**config.mk**
```make
export PLATFORM = sky130hd
export DESIGN_NAME = pwr_device_flat
export DESIGN_NICKNAME = d
export VERILOG_FILES = /design/src/pwr_pkg.sv /design/src/pwr_link_if.sv /design/src/pwr_device.sv /design/src/flat_wrapper.sv
export SDC_FILE = /design/constraint.sdc
export NUM_CORES = 1
export LEC_CHECK = 0
export BUFFER_PORTS_ARGS = -buffer_cell sky130_fd_sc_hd__clkbuf_2
export CORE_ASPECT_RATIO = 2
export CORE_MARGIN = 2
export CORE_UTILIZATION = 50
export CTS_BUF_LIST = sky130_fd_sc_hd__clkbuf_8
export DETAILED_ROUTE_END_ITERATION = 10
export GPL_ROUTABILITY_DRIVEN = 0
export GPL_TIMING_DRIVEN = 0
export PLACE_DENSITY = 0.77
export SLEW_MARGIN = 20
export SYNTH_ARGS = -nofsm -noshare
export SYNTH_HDL_FRONTEND = slang
export SYNTH_SLANG_ARGS = --single-unit
```
**constraint.sdc**
```tcl
create_clock -name MCLK_IN -period 4.25 [get_ports MCLK_IN]
set_input_delay 0.6375 -clock MCLK_IN [delete_from_list [all_inputs] [get_ports MCLK_IN]]
set_output_delay 0.6375 -clock MCLK_IN [all_outputs]
set_load 0.01 [all_outputs]
```
**src/pwr_pkg.sv**
```systemverilog
package pwr_pkg;
    // I/O space of the core
    localparam logic [5:0] SLEEP_CONTROL_ADDR = 6'h33;
    localparam logic [5:0] MCU_CONTROL_ADDR = 6'h35;
    localparam logic [5:0] RESET_CAUSE_ADDR = 6'h34;
    localparam logic [5:0] POWER_GATING_ADDR = 6'h24;
    localparam logic [7:0] SLEEP_CONTROL_RESET = 8'h00;
    localparam logic [7:0] MCU_CONTROL_RESET = 8'h00;
    localparam logic [7:0] POWER_GATING_RESET = 8'h00;
    localparam logic [7:0] SLEEP_CONTROL_MASK = 8'h0f;
    localparam logic [7:0] POWER_GATING_MASK = 8'h1f;
    localparam logic [7:0] RESET_CAUSE_MASK = 8'h1f;
    // Field positions
    localparam int SLEEP_ARM_BIT = 0;
    localparam int SLEEP_MODE_LSB = 1;
    localparam int BROWNOUT_SLEEP_OFF_BIT = 6;
    localparam int BROWNOUT_SLEEP_OFF_UNLOCK_BIT = 5;
    localparam int ADC_GATE_BIT = 0;
    localparam int USART_GATE_BIT = 1;
    localparam int SPI_GATE_BIT = 2;
    localparam int TIMER1_GATE_BIT = 3;
    localparam int LCD_GATE_BIT = 4;
    localparam int POR_FLAG_BIT = 0;
    localparam int EXT_FLAG_BIT = 1;
    localparam int BOD_FLAG_BIT = 2;
    localparam int WATCHDOG_RESET_FLAG_BIT = 3;
    localparam int JTAG_FLAG_BIT = 4;
    // Timing counts in core clocks
    localparam logic [2:0] BROWNOUT_SLEEP_OFF_UNLOCK_CYCLES = 3'd4;
    localparam logic [1:0] BROWNOUT_SLEEP_OFF_ACTIVE_CYCLES = 2'd3;
    localparam logic [9:0] RESET_TOUT_BASE = 10'd16;
    // Sleep modes
    typedef enum logic [2:0] {
        MODE_IDLE = 3'b000,
        MODE_ADC_NR = 3'b001,
        MODE_POWER_DOWN = 3'b010,
        MODE_POWER_SAVE = 3'b011,
        MODE_STANDBY = 3'b110
    } sleep_mode_t;
    // Controller APB map
    localparam logic [7:0] CMD_OFFSET = 8'h00;
    localparam logic [7:0] STATUS_OFFSET = 8'h04;
    localparam logic [2:0] OP_WRITE = 3'd0;
    localparam logic [2:0] OP_READ = 3'd1;
    localparam logic [2:0] OP_SLEEP = 3'd2;
    localparam logic [2:0] OP_BROWNOUT_SLEEP_OFF = 3'd3;
endpackage

```
**src/pwr_link_if.sv**
```systemverilog
`timescale 1ns/1ns
interface pwr_link_if;
    logic [5:0] io_addr;
    logic [7:0] io_wdata;
    logic io_we;
    logic io_re;
    logic [7:0] io_rdata;
    logic sleep_exec;
    logic sleeping;
    logic core_reset;
    modport device (input io_addr, input io_wdata, input io_we, input io_re, input sleep_exec,
                    output io_rdata, output sleeping, output core_reset);
    modport core (output io_addr, output io_wdata, output io_we, output io_re, output sleep_exec,
                  input io_rdata, input sleeping, input core_reset);
endinterface

```
**src/pwr_device.sv**
```systemverilog
// What this block does
// - Mode field selects five modes, three reserved
// - Sleep control: low nibble RW, upper zero
// - Sleep instruction sleeps only when armed
// - Software arms just before, disarms after wake
// - Sleep-off bit needs unlock then write
// - Sleep-off effective after three cycles only
// - Sleep-off bit self-clears after four cycles
// - Gating bits 7 to 5 read zero
// - Bit 4 shuts down LCD controller
// - Bit 3 freezes timer 1, resumes
// - Bit 2 stops SPI clock
// - Bit 1 stops USART clock
// - Bit 0 shuts ADC, blocks comparator mux
// - Reset loads every register's initial value except the cause flags
// - Ports reset at once without clock
// - Delay counter stretches reset after sources
// - Internal reset combines five sources
// - External reset needs long low pulse; here any low sampled at one clock edge resets
// - Watchdog expiry while enabled resets
// - Brown-out resets only when detector enabled
// - JTAG reset held while register is one
// - Power-on re-assert resets without delay
// - Per-cause flags, write zero clears
//
// Implementation choice: register access over APB.
`timescale 1ns/1ns
module pwr_device (
    // Clock and reset
    input wire logic MCLK_IN,
    input wire logic SRST_IN,
    // Core side
    pwr_link_if.device link,
    // Reset sources
    input wire logic POR_IN,
    input wire logic EXT_RESET_N_IN,
    input wire logic WDT_EXPIRE_IN,
    input wire logic WDT_ENABLE_IN,
    input wire logic BOD_LOW_IN,
    input wire logic BOD_ENABLE_IN,
    input wire logic JTAG_RESET_IN,
    // Configuration settings
    input wire logic [1:0] STARTUP_TIME_SELECT_IN,
    input wire logic [3:0] CLOCK_SOURCE_SELECT_IN,
    // Wake-up
    input wire logic WAKE_IN,
    // Reset outputs
    output logic PORT_RESET_OUT,
    output logic INT_RESET_OUT,
    // Sleep outputs
    output logic SLEEP_OUT,
    output logic [2:0] SLEEP_MODE_OUT,
    output logic BOD_OFF_OUT,
    // Peripheral gates
    output logic LCD_GATE_OUT,
    output logic TIMER1_GATE_OUT,
    output logic SPI_GATE_OUT,
    output logic USART_GATE_OUT,
    output logic ADC_GATE_OUT,
    output logic ADC_MUX_FREE_OUT
);
    logic [4:0] sync1;
    logic [4:0] sync2;
    logic por_s;
    logic ext_s;
    logic wdt_s;
    logic bod_s;
    logic jtag_s;
    logic any_source;
    logic [9:0] tout_cnt;
    logic int_rst;
    logic rst_all;
    logic [7:0] sleep_control;
    logic [7:0] mcu_control;
    logic [7:0] power_gating;
    logic [4:0] reset_cause_flags;
    logic [2:0] unlock_cnt;
    logic [1:0] brownout_sleep_off_age;
    logic brownout_sleep_off_effective;
    logic sleeping;
    logic [2:0] mode;
    logic bod_off;
    logic [7:0] rdata;
    logic wr_sleep;
    logic wr_mcu;
    logic wr_gate;
    logic wr_cause;
    logic mode_valid;
    logic [9:0] tout_value;

    // Raw sources drive the port reset directly, not through the synchronizer, as it must act with no clock
    assign PORT_RESET_OUT = POR_IN | ~EXT_RESET_N_IN | (WDT_EXPIRE_IN & WDT_ENABLE_IN)
                            | (BOD_LOW_IN & BOD_ENABLE_IN) | JTAG_RESET_IN;

    always_ff @(posedge MCLK_IN)
    begin
        if (SRST_IN)
        begin
            sync1 <= 5'h00;
            sync2 <= 5'h00;
        end
        else
        begin
            sync1 <= {JTAG_RESET_IN, BOD_LOW_IN & BOD_ENABLE_IN, WDT_EXPIRE_IN & WDT_ENABLE_IN,
                      ~EXT_RESET_N_IN, POR_IN};
            sync2 <= sync1;
        end
    end

    assign por_s = sync2[0];
    assign ext_s = sync2[1];
    assign wdt_s = sync2[2];
    assign bod_s = sync2[3];
    assign jtag_s = sync2[4];
    assign any_source = por_s | ext_s | wdt_s | bod_s | jtag_s;

    // Time-out grows with the start-up select; the clock source adds a little
    assign tout_value = 10'((pwr_pkg::RESET_TOUT_BASE + {6'h00, CLOCK_SOURCE_SELECT_IN}) << STARTUP_TIME_SELECT_IN);

    always_ff @(posedge MCLK_IN)
    begin
        if (SRST_IN)
            tout_cnt <= pwr_pkg::RESET_TOUT_BASE;
        else if (any_source)
            tout_cnt <= tout_value;
        else if (tout_cnt != 10'h000)
            tout_cnt <= tout_cnt - 10'd1;
    end

    // A returning source reasserts at once, not through the counter
    assign int_rst = any_source | (tout_cnt != 10'h000);
    assign rst_all = SRST_IN | int_rst;
    assign INT_RESET_OUT = int_rst;
    assign link.core_reset = int_rst;

    assign wr_sleep = link.io_we && link.io_addr == pwr_pkg::SLEEP_CONTROL_ADDR;
    assign wr_mcu = link.io_we && link.io_addr == pwr_pkg::MCU_CONTROL_ADDR;
    assign wr_gate = link.io_we && link.io_addr == pwr_pkg::POWER_GATING_ADDR;
    assign wr_cause = link.io_we && link.io_addr == pwr_pkg::RESET_CAUSE_ADDR;

    always_ff @(posedge MCLK_IN)
    begin
        if (rst_all)
            sleep_control <= pwr_pkg::SLEEP_CONTROL_RESET;
        else if (wr_sleep)
            sleep_control <= link.io_wdata & pwr_pkg::SLEEP_CONTROL_MASK;
    end

    always_ff @(posedge MCLK_IN)
    begin
        if (rst_all)
            power_gating <= pwr_pkg::POWER_GATING_RESET;
        else if (wr_gate)
            power_gating <= link.io_wdata & pwr_pkg::POWER_GATING_MASK;
    end

    // Unlock window: opened by writing both bits one
    always_ff @(posedge MCLK_IN)
    begin
        if (rst_all)
            unlock_cnt <= 3'd0;
        else if (wr_mcu && link.io_wdata[pwr_pkg::BROWNOUT_SLEEP_OFF_BIT] && link.io_wdata[pwr_pkg::BROWNOUT_SLEEP_OFF_UNLOCK_BIT])
            unlock_cnt <= pwr_pkg::BROWNOUT_SLEEP_OFF_UNLOCK_CYCLES;
        else if (unlock_cnt != 3'd0)
            unlock_cnt <= unlock_cnt - 3'd1;
    end

    always_ff @(posedge MCLK_IN)
    begin
        if (rst_all)
        begin
            mcu_control <= pwr_pkg::MCU_CONTROL_RESET;
            brownout_sleep_off_age <= 2'd0;
        end
        else
        begin
            if (wr_mcu)
            begin
                mcu_control[4:0] <= link.io_wdata[4:0];
                mcu_control[7] <= link.io_wdata[7];
                mcu_control[pwr_pkg::BROWNOUT_SLEEP_OFF_UNLOCK_BIT] <= link.io_wdata[pwr_pkg::BROWNOUT_SLEEP_OFF_UNLOCK_BIT];
            end
            else if (unlock_cnt == 3'd1)
                mcu_control[pwr_pkg::BROWNOUT_SLEEP_OFF_UNLOCK_BIT] <= 1'b0;
            if (wr_mcu && unlock_cnt != 3'd0 && link.io_wdata[pwr_pkg::BROWNOUT_SLEEP_OFF_BIT]
                && !link.io_wdata[pwr_pkg::BROWNOUT_SLEEP_OFF_UNLOCK_BIT])
            begin
                mcu_control[pwr_pkg::BROWNOUT_SLEEP_OFF_BIT] <= 1'b1;
                brownout_sleep_off_age <= 2'd0;
            end
            else if (mcu_control[pwr_pkg::BROWNOUT_SLEEP_OFF_BIT])
            begin
                brownout_sleep_off_age <= brownout_sleep_off_age + 2'd1;
                if (brownout_sleep_off_age == pwr_pkg::BROWNOUT_SLEEP_OFF_ACTIVE_CYCLES)
                    mcu_control[pwr_pkg::BROWNOUT_SLEEP_OFF_BIT] <= 1'b0;
            end
        end
    end

    // Live for one cycle: the third after setting, before self-clear
    assign brownout_sleep_off_effective = mcu_control[pwr_pkg::BROWNOUT_SLEEP_OFF_BIT]
                            && brownout_sleep_off_age == pwr_pkg::BROWNOUT_SLEEP_OFF_ACTIVE_CYCLES;

    // Flags are not cleared by the internal reset, else the cause would be lost
    always_ff @(posedge MCLK_IN)
    begin
        if (SRST_IN)
            reset_cause_flags <= 5'h00;
        else if (por_s)
            reset_cause_flags <= 5'h01 << pwr_pkg::POR_FLAG_BIT;
        else
            reset_cause_flags <= ((wr_cause ? (reset_cause_flags & link.io_wdata[4:0]) : reset_cause_flags)
                                 | {jtag_s, wdt_s, bod_s, ext_s, 1'b0});
    end

    always_comb
    begin
        case (sleep_control[3:1])
            pwr_pkg::MODE_IDLE, pwr_pkg::MODE_ADC_NR, pwr_pkg::MODE_POWER_DOWN,
            pwr_pkg::MODE_POWER_SAVE, pwr_pkg::MODE_STANDBY: mode_valid = 1'b1;
            default: mode_valid = 1'b0;
        endcase
    end

    always_ff @(posedge MCLK_IN)
    begin
        if (rst_all)
        begin
            sleeping <= 1'b0;
            mode <= 3'b000;
            bod_off <= 1'b0;
        end
        else if (sleeping)
        begin
            if (WAKE_IN)
            begin
                sleeping <= 1'b0;
                bod_off <= 1'b0;
            end
        end
        else if (link.sleep_exec && sleep_control[pwr_pkg::SLEEP_ARM_BIT] && mode_valid)
        begin
            sleeping <= 1'b1;
            mode <= sleep_control[3:1];
            bod_off <= brownout_sleep_off_effective;
        end
    end

    always_comb
    begin
        case (link.io_addr)
            pwr_pkg::SLEEP_CONTROL_ADDR: rdata = sleep_control;
            pwr_pkg::MCU_CONTROL_ADDR: rdata = mcu_control;
            pwr_pkg::POWER_GATING_ADDR: rdata = power_gating;
            pwr_pkg::RESET_CAUSE_ADDR: rdata = {3'b000, reset_cause_flags};
            default: rdata = 8'h00;
        endcase
    end

    always_ff @(posedge MCLK_IN)
    begin
        if (SRST_IN)
            link.io_rdata <= 8'h00;
        else if (link.io_re)
            link.io_rdata <= rdata;
    end

    assign link.sleeping = sleeping;
    assign SLEEP_OUT = sleeping;
    assign SLEEP_MODE_OUT = mode;
    assign BOD_OFF_OUT = bod_off;
    // Gates freeze the peripheral clock; state is kept, so clearing resumes
    assign LCD_GATE_OUT = power_gating[pwr_pkg::LCD_GATE_BIT];
    assign TIMER1_GATE_OUT = power_gating[pwr_pkg::TIMER1_GATE_BIT];
    assign SPI_GATE_OUT = power_gating[pwr_pkg::SPI_GATE_BIT];
    assign USART_GATE_OUT = power_gating[pwr_pkg::USART_GATE_BIT];
    assign ADC_GATE_OUT = power_gating[pwr_pkg::ADC_GATE_BIT];
    assign ADC_MUX_FREE_OUT = ~power_gating[pwr_pkg::ADC_GATE_BIT];
endmodule

```
**src/flat_wrapper.sv**
```systemverilog
// flat-port wrapper written by rule: the top's interface ports become plain ports
module pwr_device_flat 
  (MCLK_IN, SRST_IN, POR_IN, EXT_RESET_N_IN, WDT_EXPIRE_IN, WDT_ENABLE_IN, BOD_LOW_IN, BOD_ENABLE_IN, JTAG_RESET_IN, STARTUP_TIME_SELECT_IN, CLOCK_SOURCE_SELECT_IN, WAKE_IN, PORT_RESET_OUT, INT_RESET_OUT, SLEEP_OUT, SLEEP_MODE_OUT, BOD_OFF_OUT, LCD_GATE_OUT, TIMER1_GATE_OUT, SPI_GATE_OUT, USART_GATE_OUT, ADC_GATE_OUT, ADC_MUX_FREE_OUT, link_io_addr, link_io_wdata, link_io_we, link_io_re, link_sleep_exec, link_io_rdata, link_sleeping, link_core_reset);
  pwr_link_if link_i ();
  input wire logic MCLK_IN;
  input wire logic SRST_IN;
  input wire logic POR_IN;
  input wire logic EXT_RESET_N_IN;
  input wire logic WDT_EXPIRE_IN;
  input wire logic WDT_ENABLE_IN;
  input wire logic BOD_LOW_IN;
  input wire logic BOD_ENABLE_IN;
  input wire logic JTAG_RESET_IN;
  input wire logic [1:0] STARTUP_TIME_SELECT_IN;
  input wire logic [3:0] CLOCK_SOURCE_SELECT_IN;
  input wire logic WAKE_IN;
  output logic PORT_RESET_OUT;
  output logic INT_RESET_OUT;
  output logic SLEEP_OUT;
  output logic [2:0] SLEEP_MODE_OUT;
  output logic BOD_OFF_OUT;
  output logic LCD_GATE_OUT;
  output logic TIMER1_GATE_OUT;
  output logic SPI_GATE_OUT;
  output logic USART_GATE_OUT;
  output logic ADC_GATE_OUT;
  output logic ADC_MUX_FREE_OUT;
  input wire logic [$bits(link_i.io_addr)-1:0] link_io_addr;
  input wire logic [$bits(link_i.io_wdata)-1:0] link_io_wdata;
  input wire logic [$bits(link_i.io_we)-1:0] link_io_we;
  input wire logic [$bits(link_i.io_re)-1:0] link_io_re;
  input wire logic [$bits(link_i.sleep_exec)-1:0] link_sleep_exec;
  output wire logic [$bits(link_i.io_rdata)-1:0] link_io_rdata;
  output wire logic [$bits(link_i.sleeping)-1:0] link_sleeping;
  output wire logic [$bits(link_i.core_reset)-1:0] link_core_reset;
  assign link_i.io_addr = link_io_addr;
  assign link_i.io_wdata = link_io_wdata;
  assign link_i.io_we = link_io_we;
  assign link_i.io_re = link_io_re;
  assign link_i.sleep_exec = link_sleep_exec;
  assign link_io_rdata = link_i.io_rdata;
  assign link_sleeping = link_i.sleeping;
  assign link_core_reset = link_i.core_reset;
  pwr_device u_core (.MCLK_IN(MCLK_IN), .SRST_IN(SRST_IN), .link(link_i), .POR_IN(POR_IN), .EXT_RESET_N_IN(EXT_RESET_N_IN), .WDT_EXPIRE_IN(WDT_EXPIRE_IN), .WDT_ENABLE_IN(WDT_ENABLE_IN), .BOD_LOW_IN(BOD_LOW_IN), .BOD_ENABLE_IN(BOD_ENABLE_IN), .JTAG_RESET_IN(JTAG_RESET_IN), .STARTUP_TIME_SELECT_IN(STARTUP_TIME_SELECT_IN), .CLOCK_SOURCE_SELECT_IN(CLOCK_SOURCE_SELECT_IN), .WAKE_IN(WAKE_IN), .PORT_RESET_OUT(PORT_RESET_OUT), .INT_RESET_OUT(INT_RESET_OUT), .SLEEP_OUT(SLEEP_OUT), .SLEEP_MODE_OUT(SLEEP_MODE_OUT), .BOD_OFF_OUT(BOD_OFF_OUT), .LCD_GATE_OUT(LCD_GATE_OUT), .TIMER1_GATE_OUT(TIMER1_GATE_OUT), .SPI_GATE_OUT(SPI_GATE_OUT), .USART_GATE_OUT(USART_GATE_OUT), .ADC_GATE_OUT(ADC_GATE_OUT), .ADC_MUX_FREE_OUT(ADC_MUX_FREE_OUT));
endmodule
```
=== Yosys cells after proc, flatten, opt, wreduce, memory -nomap -nowiden ===
Cells that the tools add are included.

* Word-level logic and storage cells: 95
* Output and inout bits: 23
* Input port bits: 33
* Flip-flop bits (word level): 60

* Eq/ne operators: 11
* Reduce and logical (&&, ||, !) cells: 26
* Mux-type cells: 19
* Bitwise operators: 17
* Shift-type cells: 1
* Add/sub/neg operators: 4

{| class="wikitable"
|+ Operator list
! kind !! count
|-
| 8-bit case mux with 4 select lines || 1
|-
| 6-bit equality test (second input constant) || 4
|-
| 10-bit 2-to-1 mux || 2
|-
| 1-bit 2-to-1 mux || 13
|-
| 1-bit logical AND || 12
|-
| 1-bit bitwise OR || 10
|-
| 10-bit nonzero test || 1
|-
| 10-bit by 2-bit left shift with 10-bit output || 1
|-
| 10-bit by 1-bit subtractor with 10-bit output (second input constant) || 1
|-
| 2-bit nonzero test || 4
|-
| 5-bit by 4-bit adder with 6-bit output (first input constant) || 1
|-
| 3-bit by 1-bit equality test with 1-bit output (second input constant) || 2
|-
| 3-bit by 2-bit equality test with 1-bit output (second input constant) || 2
|-
| 3-bit 2-to-1 mux || 2
|-
| 2-bit OR reduction || 3
|-
| 5-bit AND || 1
|-
| 5-bit 2-to-1 mux || 1
|-
| 5-bit bitwise OR || 1
|-
| 5-bit OR reduction || 1
|-
| 2-bit AND reduction || 2
|-
| 3-bit equality test (second input constant) || 1
|-
| 3-bit logical NOT || 1
|-
| 1-bit inverter || 3
|-
| 3-bit nonzero test || 1
|-
| other kinds (6) || 7
|}

=== Longest topological paths before layout ===
* Word-level depth: 7
* Gate-level depth with buffers: 7
* Depth with buffers taken out: 6

=== Worst setup path before layout ===
Ideal clock, no wire load.

* Path kind: reg-to-output
* Start: register u_core.tout_cnt[0]
* End: output port link_core_reset
* Arrival time: 1,665 ps
* Data required time: 3,612 ps
* Buffers on the path: 1
* Slack: 1,948 ps
* Stages on the path, launching flop included: 7
* Cells stage by stage: dfxtp_1 inv_1 ha_1 or4b_4 nor3_4 nand2_1 buf_4

* Word-level cells in the longest chain between the ends: 2

{| class="wikitable"
|+ RTL lines
! what !! line !! RTL
|-
| start: declaration || pwr_device.sv:70 || <nowiki>logic [9:0] tout_cnt;</nowiki>
|-
| start signal: assignment || pwr_device.sv:123 || <nowiki>tout_cnt <= pwr_pkg::RESET_TOUT_BASE;</nowiki>
|-
| start signal: assignment || pwr_device.sv:125 || <nowiki>tout_cnt <= tout_value;</nowiki>
|-
| start signal: assignment || pwr_device.sv:127 || <nowiki>tout_cnt <= tout_cnt - 10'd1;</nowiki>
|-
| 10-bit nonzero test || pwr_device.sv:131 || <nowiki>assign int_rst = any_source | (tout_cnt != 10'h000);</nowiki>
|-
| 1-bit bitwise OR || pwr_device.sv:131 ||
|-
| end: declaration || flat_wrapper.sv:35 || <nowiki>output wire logic [$bits(link_i.core_reset)-1:0] link_core_reset;</nowiki>
|}

Every way passes these cells.

=== Worst setup path after layout ===
Ends and elaborated chain as after synthesis.

==> impl_metrics.yaml <==
cells_and_area:
  insertedDiodeCount: 0
  postLayoutCellArea_um2: 3350
  finalNetCount: 406
  syn_to_final_growth_pct: 19.8
  layout-drive-gt1-share_pct: 25.3
  final_core_utilization_pct: 61.9
timing:
  worst_slack_ns: 1.39
  setup_violations: 0
  timing.max_slew.rel_slack_pct: 35.1
  clock.fmax_mhz: 350
  timing.final.hold_violations: 0
  finalCritPeriodShare_pct: 67.2
  hold_slack_ns: 0.435
  grt_setup_unrepaired: "no"
  worst_clock_skew_ns: 0.00874
  period_minus_slack_ns: 2.86
  timing_worst_slew_pin_value_ns: 0.968
  timing.setup.tns_ns: 0
  slew_violations: 0
synth:
  library_cell_with_the_highest_instance_count_after_synthesis: "dfxtp_1"
  synth.area.top_cells: "dfxtp_1 43%, mux2i_1 6.1%, nor2_1 4.6%"
  syn-mean-instance-area_um2: 9.15
  synth_cell_types: 52
  async_flop_share_pct: 0
  warnings_from_yosys: 0
  synthDominantCellAreaShare_pct: 42.9
  synth_cells: 306
  yosys_register_bits: 60
  post_synth_instance_area_um2: 2800
  synth_enable_flop_cells: 0
  share_of_synthesized_area_occupied_by_flip_flops_and_latches_pct: 42.9
  synthDominantAreaCellType: "dfxtp_1"
  synthFlopType: "dfxtp_1"
  mapped_nets: 344
  synthTopCellsByCount: "60 x dfxtp_1, 34 x nor2_1, 21 x a21oi_1"
route:
  post-route-drc-count: 0
  route.vias.total: 2484
  routedWlPerCell_um: 15.4
  ant_nets: 0
  drt_first_pass_iters: 4
  drt-vias-per-instance: 5.75
  detail_route.wirelength_um: 6670
  drt_initial_violations: 91
grt:
  grt.overflow.total: 0
  grt_pass1_wl_um: 11000
  grt_use_met2_pct: 41.5
  grt_antenna_before_repair: 0
  gr-usage-all-layers_pct: 23.3
  grtUsageMet3_pct: 4.94
  via_count_of_the_first_global_routing_pass: 2440
  grt_start_max_net_pins: 11
  grt_util_met1_pct: 22.2
  global_route.peak_usage_layer: "met2"
clocking:
  clk_path_buf_depth: 2
  holdBufCountCts: 0
  tritoncts.num_buffers: 9
  cts_htree_levels: 3
  cts_setup_buffers: 0
  worst_skew_pair.late_latency_ns: 0.34
  cts_root_buffer: "clkbuf_8"
  cts-resized-gates: 0
  cts_clock_pin_slew_for_the_worst_setup_and_hold_paths_ns: 0.06
  clock_sink_count: 60
  tritoncts: "yes"
critical_path:
  crit_fanout: 6
  worst_ep_arrival_time_ns: 2.22
  setup_cp_type: "register to output port"
  critPathCaptureType: "output port"
  critPathRequiredTime_ns: 3.61
  worst_setup_path_start_kind: "register"
placement:
  dp_hpwl_um: 5170
  worst_slack_placed_ns: 1.75
  dpl-instance-area_um2: 3130
  buffer_ports.inserted: 51
power_and_ir_drop:
  power.net_switching_uw: 312
  clock_power_share_pct: 43.2
  worst_ir_drop_vdd_uv: 279
  seq_power_share_pct: 45.4
  power.internal_uw: 1000
  p_leak_uw: 0.00133
  power-per-cell-area_nw_per_um2: 393
  power_frac_comb_pct: 11.4
  switching_share_pct: 23.7
worst_hold_path:
  hold_class: "register to register"
floorplanning:
  floorplan.initialDensity_pct: 51.7
  die_height_um: 110
  die_area_um2: 6250
  die_width_um: 56.9
  ioPinCount: 56
  num_rows: 38
  design.core.area_um2: 5420
job:
  cap_viol_max_count: 0
outcome:
  run_status: "finished, final reports clean"
stage by stage:
step	total power, µW	cells
6_report	1320	432
3_3_place_gp	755	417
4_1_cts	1330	432
5_1_grt	1370	432
2_1_floorplan	711	306
3_5_place_dp	759	417
per-layer routing:
| metal | share of wire (%) | vias to the layer above |
|---|---|---|
| li1 | - | 1219 |
| met1 | 35 | 1156 |
| met2 | 53 | 82 |
| met3 | 5.2 | 27 |
| met4 | 6.4 | 0 |
| met5 | 0 | - |
registers in the layout (all words and copies together), names as in the netlist:
register and flops:
u_core.BOD_OFF_OUT 1, u_core.SLEEP_MODE_OUT 3, u_core.SLEEP_OUT 1, u_core.brownout_sleep_off_age 2, u_core.link.io_rdata 8, u_core.mcu_control 8, u_core.power_gating 5, u_core.reset_cause_flags 5
u_core.sleep_control 4, u_core.sync1 5, u_core.sync2 5, u_core.tout_cnt 10, u_core.unlock_cnt 3
worst paths after layout:
path / slack, ns / cells past startpoint / start / end
hold / removal: 0.43 / 1 / u_core.sync1[4]$_SDFF_PP0_ / u_core.sync2[4]$_SDFF_PP0_
hold reg to reg: 0.43 / 1 / u_core.sync1[4]$_SDFF_PP0_ / u_core.sync2[4]$_SDFF_PP0_
setup / recovery: 1.39 / 7 / u_core.tout_cnt[0]$_SDFFE_PP0P_ / link_core_reset
setup reg to reg: 2.19 / 7 / u_core.tout_cnt[0]$_SDFFE_PP0P_ / u_core.mcu_control[4]$_SDFFE_PP0P_
cell families (layout without fill, tap and decap cells):
kind of cell             Yosys count  count (layout)  synth area share [%]
AND/OR/NAND/NOR                  123             123                  24.6
XOR/XNOR                           7               7                  2.19
flip-flops                        60              60                  42.9
AO/OA/AOI/OAI                     69              69                  17.5
adder cells (fa/ha/maj)            5               5                  2.23
buffers and inverters             24              90                  4.16
multiplexers                      18              18                  6.48
placed cells by master (no fill, tap or decap), types with 8 or more instances in the layout:
cell       n
a21oi_2   11
nand3_1   18
clkbuf_2  51
nor2b_1   11
clkbuf_1   9
dfxtp_1   60
a21oi_1   21
nor2_1    34
a211oi_1   8
mux2i_1   17
nand2b_1   8
nand2_1   18
clkbuf_8  11
critical path, stage by stage, from the launching register on:
cell,delay [ns]
dfxtp_1,0.32
inv_1,0.08
ha_1,0.19
or4b_4,0.53
nor3_4,0.38
nand2_1,0.12
buf_4,0.14
clkbuf_2,0.11
cell type report:
class | instances | area, µm²
Tap cell | 60 | 75.1
Clock buffer | 11 | 151
Timing Repair Buffer | 51 | 255
Multi-Input combinational cell | 222 | 1480
Inverter | 7 | 26.3
Clock inverter | 4 | 72.6
Buffer | 17 | 90.1
Sequential cell | 60 | 1200
Fill cell | 474 | 2070
power by group through the flow:
stage	sequential [µW]	clock [µW]	combinational, µW
after global placement	608	0	146
after floorplan	606	0	106
after CTS	597	579	151
after detailed placement	609	0	149
final	597	569	150
after global routing	598	606	167
(Power assumes the default switching activity.)
